$ cat src/core/counter_array_regs.svh
// register layout, reset values and timebase constants of the counter array
`ifndef COUNTER_ARRAY_REGS_SVH
`define COUNTER_ARRAY_REGS_SVH

`define CA_REG_WIDTH 8
`define CA_CNT_WIDTH 16
`define CA_NUM_MODULES 6

`define CA_CTRL_CF_BIT 7
`define CA_CTRL_CR_BIT 6
`define CA_CTRL_CCF_MSB 5
`define CA_CTRL_CCF_LSB 0
`define CA_CTRL_RESET 8'h00

`define CA_MODE_IDLE_SUSPEND_BIT 7
`define CA_MODE_UNUSED_MSB 6
`define CA_MODE_UNUSED_LSB 4
`define CA_MODE_CPS_MSB 3
`define CA_MODE_CPS_LSB 1
`define CA_MODE_ECF_BIT 0
`define CA_MODE_WMASK 8'h8F
`define CA_MODE_RESET 8'h00

`define CA_CNT_RESET 16'h0000
`define CA_CNT_MAX 16'hFFFF
`define CA_CNT_STEP 16'h0001

`define CA_TB_DIV2 3'h0
`define CA_TB_DIV4 3'h1
`define CA_TB_TIMER0 3'h2
`define CA_TB_EXT_FALL 3'h3
`define CA_TB_SYSCLK 3'h4
`define CA_TB_OSC_DIV8 3'h5
`define CA_TB_RSVD6 3'h6
`define CA_TB_RSVD7 3'h7

`define CA_DIV4_LAST 2'h3
`define CA_DIV4_STEP 2'h1
`define CA_OSC_DIV_LAST 3'h7
`define CA_OSC_DIV_STEP 3'h1

`endif

$ cat src/core/counter_array_pkg.sv
// types shared by the counter array control logic
package counter_array_pkg;
  `include "counter_array_regs.svh"

  typedef enum logic [2:0] {
    tb_div2 = `CA_TB_DIV2,
    tb_div4 = `CA_TB_DIV4,
    tb_timer0 = `CA_TB_TIMER0,
    tb_ext_fall = `CA_TB_EXT_FALL,
    tb_sysclk = `CA_TB_SYSCLK,
    tb_osc_div8 = `CA_TB_OSC_DIV8,
    tb_rsvd6 = `CA_TB_RSVD6,
    tb_rsvd7 = `CA_TB_RSVD7
  } timebase_type;

  typedef struct packed {
    logic [`CA_REG_WIDTH-1:0] control;
    logic [`CA_REG_WIDTH-1:0] mode;
    logic [`CA_CNT_WIDTH-1:0] count;
  } array_state_type;

  typedef struct packed {
    logic ext_meta;
    logic ext_sync;
    logic ext_last;
    logic osc_meta;
    logic osc_sync;
    logic osc_last;
    logic div2;
    logic [1:0] div4;
    logic [2:0] osc_div;
  } timebase_state_type;
endpackage

$ cat src/core/counter_array_timebase.sv
// timebase tick generator for the counter array
`timescale 1ns/1ps
`include "counter_array_regs.svh"
module counter_array_timebase (
  input wire logic clock_in,
  input wire logic arst_n_in,
  input wire counter_array_pkg::timebase_type select_in,
  input wire logic timer0_overflow_in,
  input wire logic external_count_input_in,
  input wire logic external_osc_in,
  output logic tick_out
);
  import counter_array_pkg::*;

  timebase_state_type s_q, s_d;
  logic ext_fall, osc_rise;

  always_comb begin
    s_d = s_q;
    // two-stage synchronisers for the pins
    s_d.ext_meta = external_count_input_in;
    s_d.ext_sync = s_q.ext_meta;
    s_d.ext_last = s_q.ext_sync;
    s_d.osc_meta = external_osc_in;
    s_d.osc_sync = s_q.osc_meta;
    s_d.osc_last = s_q.osc_sync;
    ext_fall = s_q.ext_last & ~s_q.ext_sync;
    osc_rise = s_q.osc_sync & ~s_q.osc_last;
    s_d.div2 = ~s_q.div2;
    s_d.div4 = s_q.div4 + `CA_DIV4_STEP;
    if (osc_rise) begin
      s_d.osc_div = s_q.osc_div + `CA_OSC_DIV_STEP;
    end
    case (select_in)
      tb_div2: tick_out = s_q.div2;
      tb_div4: tick_out = (s_q.div4 == `CA_DIV4_LAST);
      tb_timer0: tick_out = timer0_overflow_in;
      tb_ext_fall: tick_out = ext_fall;
      tb_sysclk: tick_out = 1'b1;
      tb_osc_div8: tick_out = osc_rise && (s_q.osc_div == `CA_OSC_DIV_LAST);
      default: tick_out = 1'b0;
    endcase
  end

  always_ff @(posedge clock_in or negedge arst_n_in) begin
    if (!arst_n_in) begin
      s_q <= '0;
    end else begin
      s_q <= s_d;
    end
  end
endmodule

$ cat src/core/counter_array_control_mode_regs.sv
// control and mode registers with the 16-bit counter of the counter array
// Operation
// - counter rolling from FFFF to 0000 sets the overflow flag, bit 7.
// - run bit 6 at 0 holds the counter; at 1 it counts each tick.
// - bits 0..5 are module flags, set on that module's match or capture.
// - enabled module flag requests the shared interrupt; software clears it.
// - idle-suspend 0 keeps the array running during processor idle.
// - idle-suspend 1 halts the array while idle, resuming afterwards.
// - mode bits 6..4 read zero; writes to them are ignored.
// - timebase field picks sysclk/2, /4, timer 0, ext falls, sysclk, osc/8.
`timescale 1ns/1ps
`include "counter_array_regs.svh"
module counter_array_control_mode_regs (
  input wire logic clock_in,
  input wire logic arst_n_in,
  input wire logic control_wr_in,
  input wire logic mode_wr_in,
  input wire logic [`CA_REG_WIDTH-1:0] wdata_in,
  input wire logic [`CA_NUM_MODULES-1:0] match_capture_evt_in,
  input wire logic [`CA_NUM_MODULES-1:0] module_irq_enable_in,
  input wire logic idle_in,
  input wire logic timer0_overflow_in,
  input wire logic external_count_input_in,
  input wire logic external_osc_in,
  output logic [`CA_REG_WIDTH-1:0] control_out,
  output logic [`CA_REG_WIDTH-1:0] mode_out,
  output logic [`CA_CNT_WIDTH-1:0] counter_array_out,
  output logic counter_tick_out,
  output logic array_active_out,
  output logic irq_out
);
  import counter_array_pkg::*;

  array_state_type s_q, s_d;
  logic tick;
  logic active;
  logic run;
  logic [`CA_NUM_MODULES-1:0] events;

  function automatic timebase_type timebase_of(
    input logic [`CA_REG_WIDTH-1:0] mode
  );
    timebase_of = timebase_type'(mode[`CA_MODE_CPS_MSB:`CA_MODE_CPS_LSB]);
  endfunction

  counter_array_timebase timebase_inst (
    .clock_in(clock_in),
    .arst_n_in(arst_n_in),
    .select_in(timebase_of(s_q.mode)),
    .timer0_overflow_in(timer0_overflow_in),
    .external_count_input_in(external_count_input_in),
    .external_osc_in(external_osc_in),
    .tick_out(tick)
  );

  always_comb begin
    s_d = s_q;
    // idle only suspends when the idle-suspend bit is set
    active = !(s_q.mode[`CA_MODE_IDLE_SUSPEND_BIT] && idle_in);
    run = s_q.control[`CA_CTRL_CR_BIT] && active;
    events = active ? match_capture_evt_in : '0;
    if (control_wr_in) begin
      s_d.control = wdata_in;
    end
    if (mode_wr_in) begin
      s_d.mode = wdata_in & `CA_MODE_WMASK;
    end
    // hardware sets are applied after the write so they win
    s_d.control[`CA_CTRL_CCF_MSB:`CA_CTRL_CCF_LSB] =
      s_d.control[`CA_CTRL_CCF_MSB:`CA_CTRL_CCF_LSB] | events;
    if (run && tick) begin
      s_d.count = s_q.count + `CA_CNT_STEP;
      if (s_q.count == `CA_CNT_MAX) begin
        s_d.control[`CA_CTRL_CF_BIT] = 1'b1;
      end
    end
  end

  always_ff @(posedge clock_in or negedge arst_n_in) begin
    if (!arst_n_in) begin
      s_q.control <= `CA_CTRL_RESET;
      s_q.mode <= `CA_MODE_RESET;
      s_q.count <= `CA_CNT_RESET;
    end else begin
      s_q <= s_d;
    end
  end

  assign control_out = s_q.control;
  assign mode_out = s_q.mode;
  assign counter_array_out = s_q.count;
  assign counter_tick_out = run && tick;
  assign array_active_out = active;
  // flags stay set through vectoring; only a register write clears them
  assign irq_out =
    (s_q.control[`CA_CTRL_CF_BIT] && s_q.mode[`CA_MODE_ECF_BIT]) ||
    (|(s_q.control[`CA_CTRL_CCF_MSB:`CA_CTRL_CCF_LSB] &
       module_irq_enable_in));
endmodule

$ cat config.mk
export PLATFORM = sky130hd
export DESIGN_NAME = counter_array_control_mode_regs
export DESIGN_NICKNAME = d
export VERILOG_FILES = /design/src/core/counter_array_pkg.sv /design/src/core/counter_array_timebase.sv /design/src/core/counter_array_control_mode_regs.sv
export VERILOG_INCLUDE_DIRS = /design/src /design/src/core
export SDC_FILE = /design/constraint.sdc
export NUM_CORES = 1
export LEC_CHECK = 0
export ABC_AREA = 1
export BUFFER_PORTS_ARGS = -buffer_cell sky130_fd_sc_hd__buf_2
export CORE_UTILIZATION = 35
export CTS_BUF_LIST = sky130_fd_sc_hd__clkbuf_2
export DETAILED_ROUTE_END_ITERATION = 10
export HOLD_SLACK_MARGIN = 0.12
export SYNTH_ARGS = -nofsm -noshare
export SYNTH_HDL_FRONTEND = slang
export SYNTH_SLANG_ARGS = --single-unit
$ cat constraint.sdc
create_clock -name clock_in -period 4.6 [get_ports clock_in]
set_input_delay 0.46 -clock clock_in [delete_from_list [all_inputs] [get_ports clock_in]]
set_output_delay 0.46 -clock clock_in [all_outputs]
set_load 0.02 [all_outputs]
After elaboration in Yosys (flattened, before gate mapping)
Index checks and enable logic that the tools add are counted.
{"block": "op_classes", "add_sub_neg": 3, "n_eq_ne": 8, "muxes": 5, "n_bitwise": 7, "n_reduce_logical": 9}
{"operator": "$add 16x1->16 const B", "n": 1}
{"operator": "$eq 16x16->1 const B", "n": 1}
{"operator": "$eq 3x3->1 const B", "n": 3}
{"operator": "$mux 8", "n": 1}
{"operator": "$and 6x6->6", "n": 1}
{"operator": "$eq 3x2->1 const B", "n": 2}
{"operator": "$mux 6", "n": 1}
{"operator": "$or 6x6->6", "n": 1}
{"operator": "$pmux 1 s6", "n": 1}
{"operator": "$reduce_or 6->1", "n": 1}
{"operator": "$logic_and 1x1->1", "n": 5}
{"operator": "$add 3x1->3 const B", "n": 1}
{"operator": "$eq 3x1->1 const B", "n": 1}
{"operator": "$logic_not 3->1", "n": 1}
{"operator": "$not 1->1", "n": 3}
{"operator": "$add 2x1->2 const B", "n": 1}
{"operator": "$and 1x1->1", "n": 2}
{"operator": "$eq 2x2->1 const B", "n": 1}
{"operator": "$mux 1", "n": 2}
{"operator": "$logic_not 1->1", "n": 1}
{"operator": "$logic_or 1x1->1", "n": 1}
{"block": "totals", "reg_bits": 41, "out_inout_bits": 35, "word_cells": 45}

Depth between registers and ports, before layout
{"block": "depth", "depth_word": 6, "mapped_depth": 12}

By module
A second synthesis with hierarchy kept.
{"block": "unflattened", "hier_cells": 213, "area_unflattened_um2": 1978.1}
{"module": "counter_array_control_mode_regs", "instances": 1, "cells_per_inst": 170, "area_per_inst_um2": 1515.2, "seq_area_each_um2": 725.7}
{"module": "counter_array_timebase", "instances": 1, "cells_per_inst": 43, "area_per_inst_um2": 462.9, "seq_area_each_um2": 300.3}

Least setup slack after synthesis
Ideal clock, no wire load.
{"block": "synth_timing", "kind": "register -> output", "from": "register timebase_inst.s_q[0] (netlist bit)", "to": "output counter_tick_out", "t_arrival_ns": 1.244, "required_ns": 4.140, "slack_ns": 2.896, "path_stages_with_launch": 10, "path_buffers": 1, "cell_sequence": "dfrtp_1 > ha_1 > ha_1 > nand2_1 > inv_1 > nand2_2 > nand2_1 > nand2_2 > a21oi_4 > buf_6"}
{"block": "synth_via", "elab_chain_cells": 4}
{"element": "from (decl)", "line": "counter_array_timebase.sv:15", "source": "timebase_state_type s_q, s_d;"}
{"element": "from (signal assigned)", "line": "counter_array_timebase.sv:47", "source": "s_q <= '0;"}
{"element": "from (signal assigned)", "line": "counter_array_timebase.sv:49", "source": "s_q <= s_d;"}
{"element": "$eq 3x3->1 (no line)"}
{"element": "$logic_and 1x1->1", "line": "counter_array_timebase.sv:40", "source": "tb_osc_div8: tick_out = osc_rise && (s_q.osc_div == `CA_OSC_DIV_LAST);"}
{"element": "$pmux 1 s6", "line": "counter_array_timebase.sv:34", "source": "case (select_in)"}
{"element": "$logic_and 1x1->1", "line": "counter_array_control_mode_regs.sv:92", "source": "assign counter_tick_out = run && tick;"}
{"element": "to (decl)", "line": "counter_array_control_mode_regs.sv:28", "source": "output logic counter_tick_out,"}
Every way passes these cells.

Final worst setup path
Same ends and word-level chain as after synthesis.

==> metrics.cfg <==
[run_status]
status=complete, no violations

[synthesis]
yosysWarnings=0
ys_types=25
synth_seq_area_share_pct=49.13
ys_seq_elements=41
synthCells=258
synthesis.area_sq_um=2088
synth_area_per_cell_sq_um=8.094

[timing]
fin_skew_ns=0.007315
rsz0062_at_grt=no
fmaxAchievable_mhz=400.7
drv_slew=0
setup_viol=0
min_period_ns=2.496
tightestPinTransition_ns=0.9102
maxSlewHeadroom_pct=39.32
holdWs_ns=0.1606
fin_tns_setup_ns=0
period_share_pct=54.25
timing.final.ws_setup_ns=2.104
hold_viol=0

[global_route]
grt_max_degree=42
globalRouteTotalUtil_pct=15.19
antenna_found_initial=0
grt_pass1_vias=1646
grt-ovfl-total=0
grt_pass1_wl_um=7403

[clock_tree]
worstSkewPairLatency_ns=0.39
cts_resized=0
clockRootBuffer=clkbuf_2
htree_levels=2
clkTransAtPathRegs_ns=0.21
clock_sinks=41
tritoncts=yes
cts_made_buffers=5
clockBufferDepth=2
cts_hold_buf=2
post_cts_buffers=0

[worst_setup_path]
regToRegStartpoint=counter_array_out[0]$_DFFE_PN0P_
critical-path-slowest-cell=dfrtp_1
cp.arrival_ns=2.04
crit_required_ns=4.14
start_kind=flip-flop
crit_fanout=15
path_cells=ha_1 -> ha_1 -> nand2_1 -> inv_1 -> nand2_2 -> nand2_1 -> nand2_2 -> a21oi_4 -> buf_2
slowest_delay_ns=0.42
crit_type=reg -> out
critPathLaunch=timebase_inst.s_q[0]$_DFFE_PN0N_
endpoint_kind=primary output

[route]
post_drt_wl_per_cell_um=11.19
dr.pass1.iters=4
drc_errors=0
ant_nets=0
via_per_inst=4.562
dr.first_iter.drc_count=49
dr_total_vias=1793
finalWirelength_um=4398

[floorplanning]
die_y_um=79.24
start_util_pct=37.01
die_area_sq_um=6279
std_cell_rows=27
die_w_um=79.24
core_area_sq_um=5642
io-pin-count=63

[cells_and_area]
fin_area_sq_um=2487
instances_no_fill=393
final_util_pct=44.09
fill_cells=592
drive_gt1_share_pct=25.55
nets=352
diodes=0
area_growth_pct=19.11

[placement]
io_buffers=59
dpl.cell_count=383
dpl_cell_area_sq_um=2425
pre_cts_ws_ns=2.572
place_congestion=0.8509
dpl.hpwl_um=3232

[power]
power_mw=0.8232
clkPwrFrac_pct=19.0
intPower_mw=0.5202
p_switching_mw=0.3029
leakage_nw=1.329
p_sw_share_pct=36.80
ir_drop_mv=0.1671
power.share.sequential_pct=54.8
cellPowerDensity_nw_per_um2=330.9
power_frac_comb_pct=26.1

[hold_path]
min_path_type=in -> async

[job]
max_cap_violations=0

[power by group through the flow]
| stage | logic, mW | registers [mW] | clock network, mW |
|---|---|---|---|
| after floorplan | 0.112 | 0.486 | 0 |
| after global placement | 0.212 | 0.457 | 0 |
| after detailed placement | 0.216 | 0.458 | 0 |
| after CTS | 0.219 | 0.451 | 0.166 |
| after global routing | 0.243 | 0.458 | 0.182 |
| final | 0.215 | 0.451 | 0.157 |
[cell families after synthesis]
group	Yosys count	synth area share [%]
AND/OR/NAND/NOR	149	29.96
flip-flops	41	49.13
buffers and inverters	33	7.190
AO/OA/AOI/OAI	17	5.213
XOR/XNOR	8	3.355
multiplexers	5	2.576
adder cells (fa/ha/maj)	4	2.397
other	1	0.1796
[final cells by class]
cell class,count,area [sq um],share of cell area [%]
clock buffers,5,25.02,1.006
clock inverters,3,17.52,0.7042
inverters,25,93.84,3.773
multi-input cells,186,919.6,36.97
flip-flops and latches,41,1026,41.25
well taps,72,90.09,3.622
repair buffers,61,315.3,12.68
[sequential cells by signal (all words and copies together), names as in the netlist]
name	cells
control_out	8
counter_array_out	16
timebase_inst.s_q	8
mode_out	5
timebase_inst.s_d	4
[Yosys cell counts]
library cell / n / area (sq um)
a21oi_1: 2 / 10.01
nor2_1: 15 / 56.30
nor2_4: 2 / 22.52
nor3_1: 1 / 5.000
inv_2: 3 / 11.26
buf_4: 3 / 22.52
a21oi_4: 1 / 16.27
nand2_2: 3 / 18.77
inv_1: 22 / 82.58
nand4_1: 6 / 37.54
nand3_1: 8 / 40.04
mux2i_1: 2 / 20.02
nand2_4: 2 / 22.52
buf_6: 2 / 22.52
ha_1: 4 / 50.05
mux2_2: 3 / 33.78
o21ai_0: 9 / 45.04
xnor2_1: 5 / 43.79
conb_1: 1 / 3.750
clkbuf_1: 3 / 11.26
o211ai_1: 5 / 37.54
nand2_1: 111 / 416.7
xor2_1: 3 / 26.28
dfrtp_1: 41 / 1026
nor2_2: 1 / 6.260
[layer usage]
layer	track usage [%]	part of all wire (%)	wire, um	vias up
met1	18.94	48	2105	807
li1	-	-	-	920
met4	6.000	2.0	86	0
met2	24.74	44	1926	58
met3	4.253	6.4	280	8
met5	0	0	0	-
[worst max-delay path: cells and delay by family, from the launching register on]
family / cells / cell delay (ns)
buf+inv: 2 / 0.31
compound gates: 1 / 0.40
flops: 1 / 0.42
fa+ha+maj: 2 / 0.29
simple gates: 4 / 0.23
[worst paths after layout]
check	to	slack, ns	cells after the start
worst max register to register	counter_array_out[8]$_DFFE_PN0P_	2.97	7
max in group asynchronous	timebase_inst.s_q[1]$_DFFE_PN0N_	3.89	1
worst min-delay path	mode_out[7]$_DFFE_PN0P_	0.16	1
min in group clock_in	control_out[4]$_DFF_PN0_	0.25	3
worst min register to register	timebase_inst.s_d[9]$_DFF_PN0_	0.38	0
worst max-delay path	counter_tick_out	2.10	9
[layout by cell type, fill, tap and decap left out]
cell type	n
dfrtp_1	41
a21oi_4	1
xnor2_1	5
dlygate4sd3_1	2
o21ai_0	9
mux2i_1	2
buf_2	59
nor2_4	2
nand4_1	6
nor3_1	1
ha_1	4
mux2_2	3
clkbuf_2	5
nand2_4	2
o211ai_1	5
nand3_1	8
clkinv_2	2
inv_1	22
inv_2	3
nor2_1	15
nor2_2	1
conb_1	3
a21oi_1	2
xor2_1	3
nand2_1	111
nand2_2	3
clkinvlp_4	1
Power figures use the tool's default switching activity.
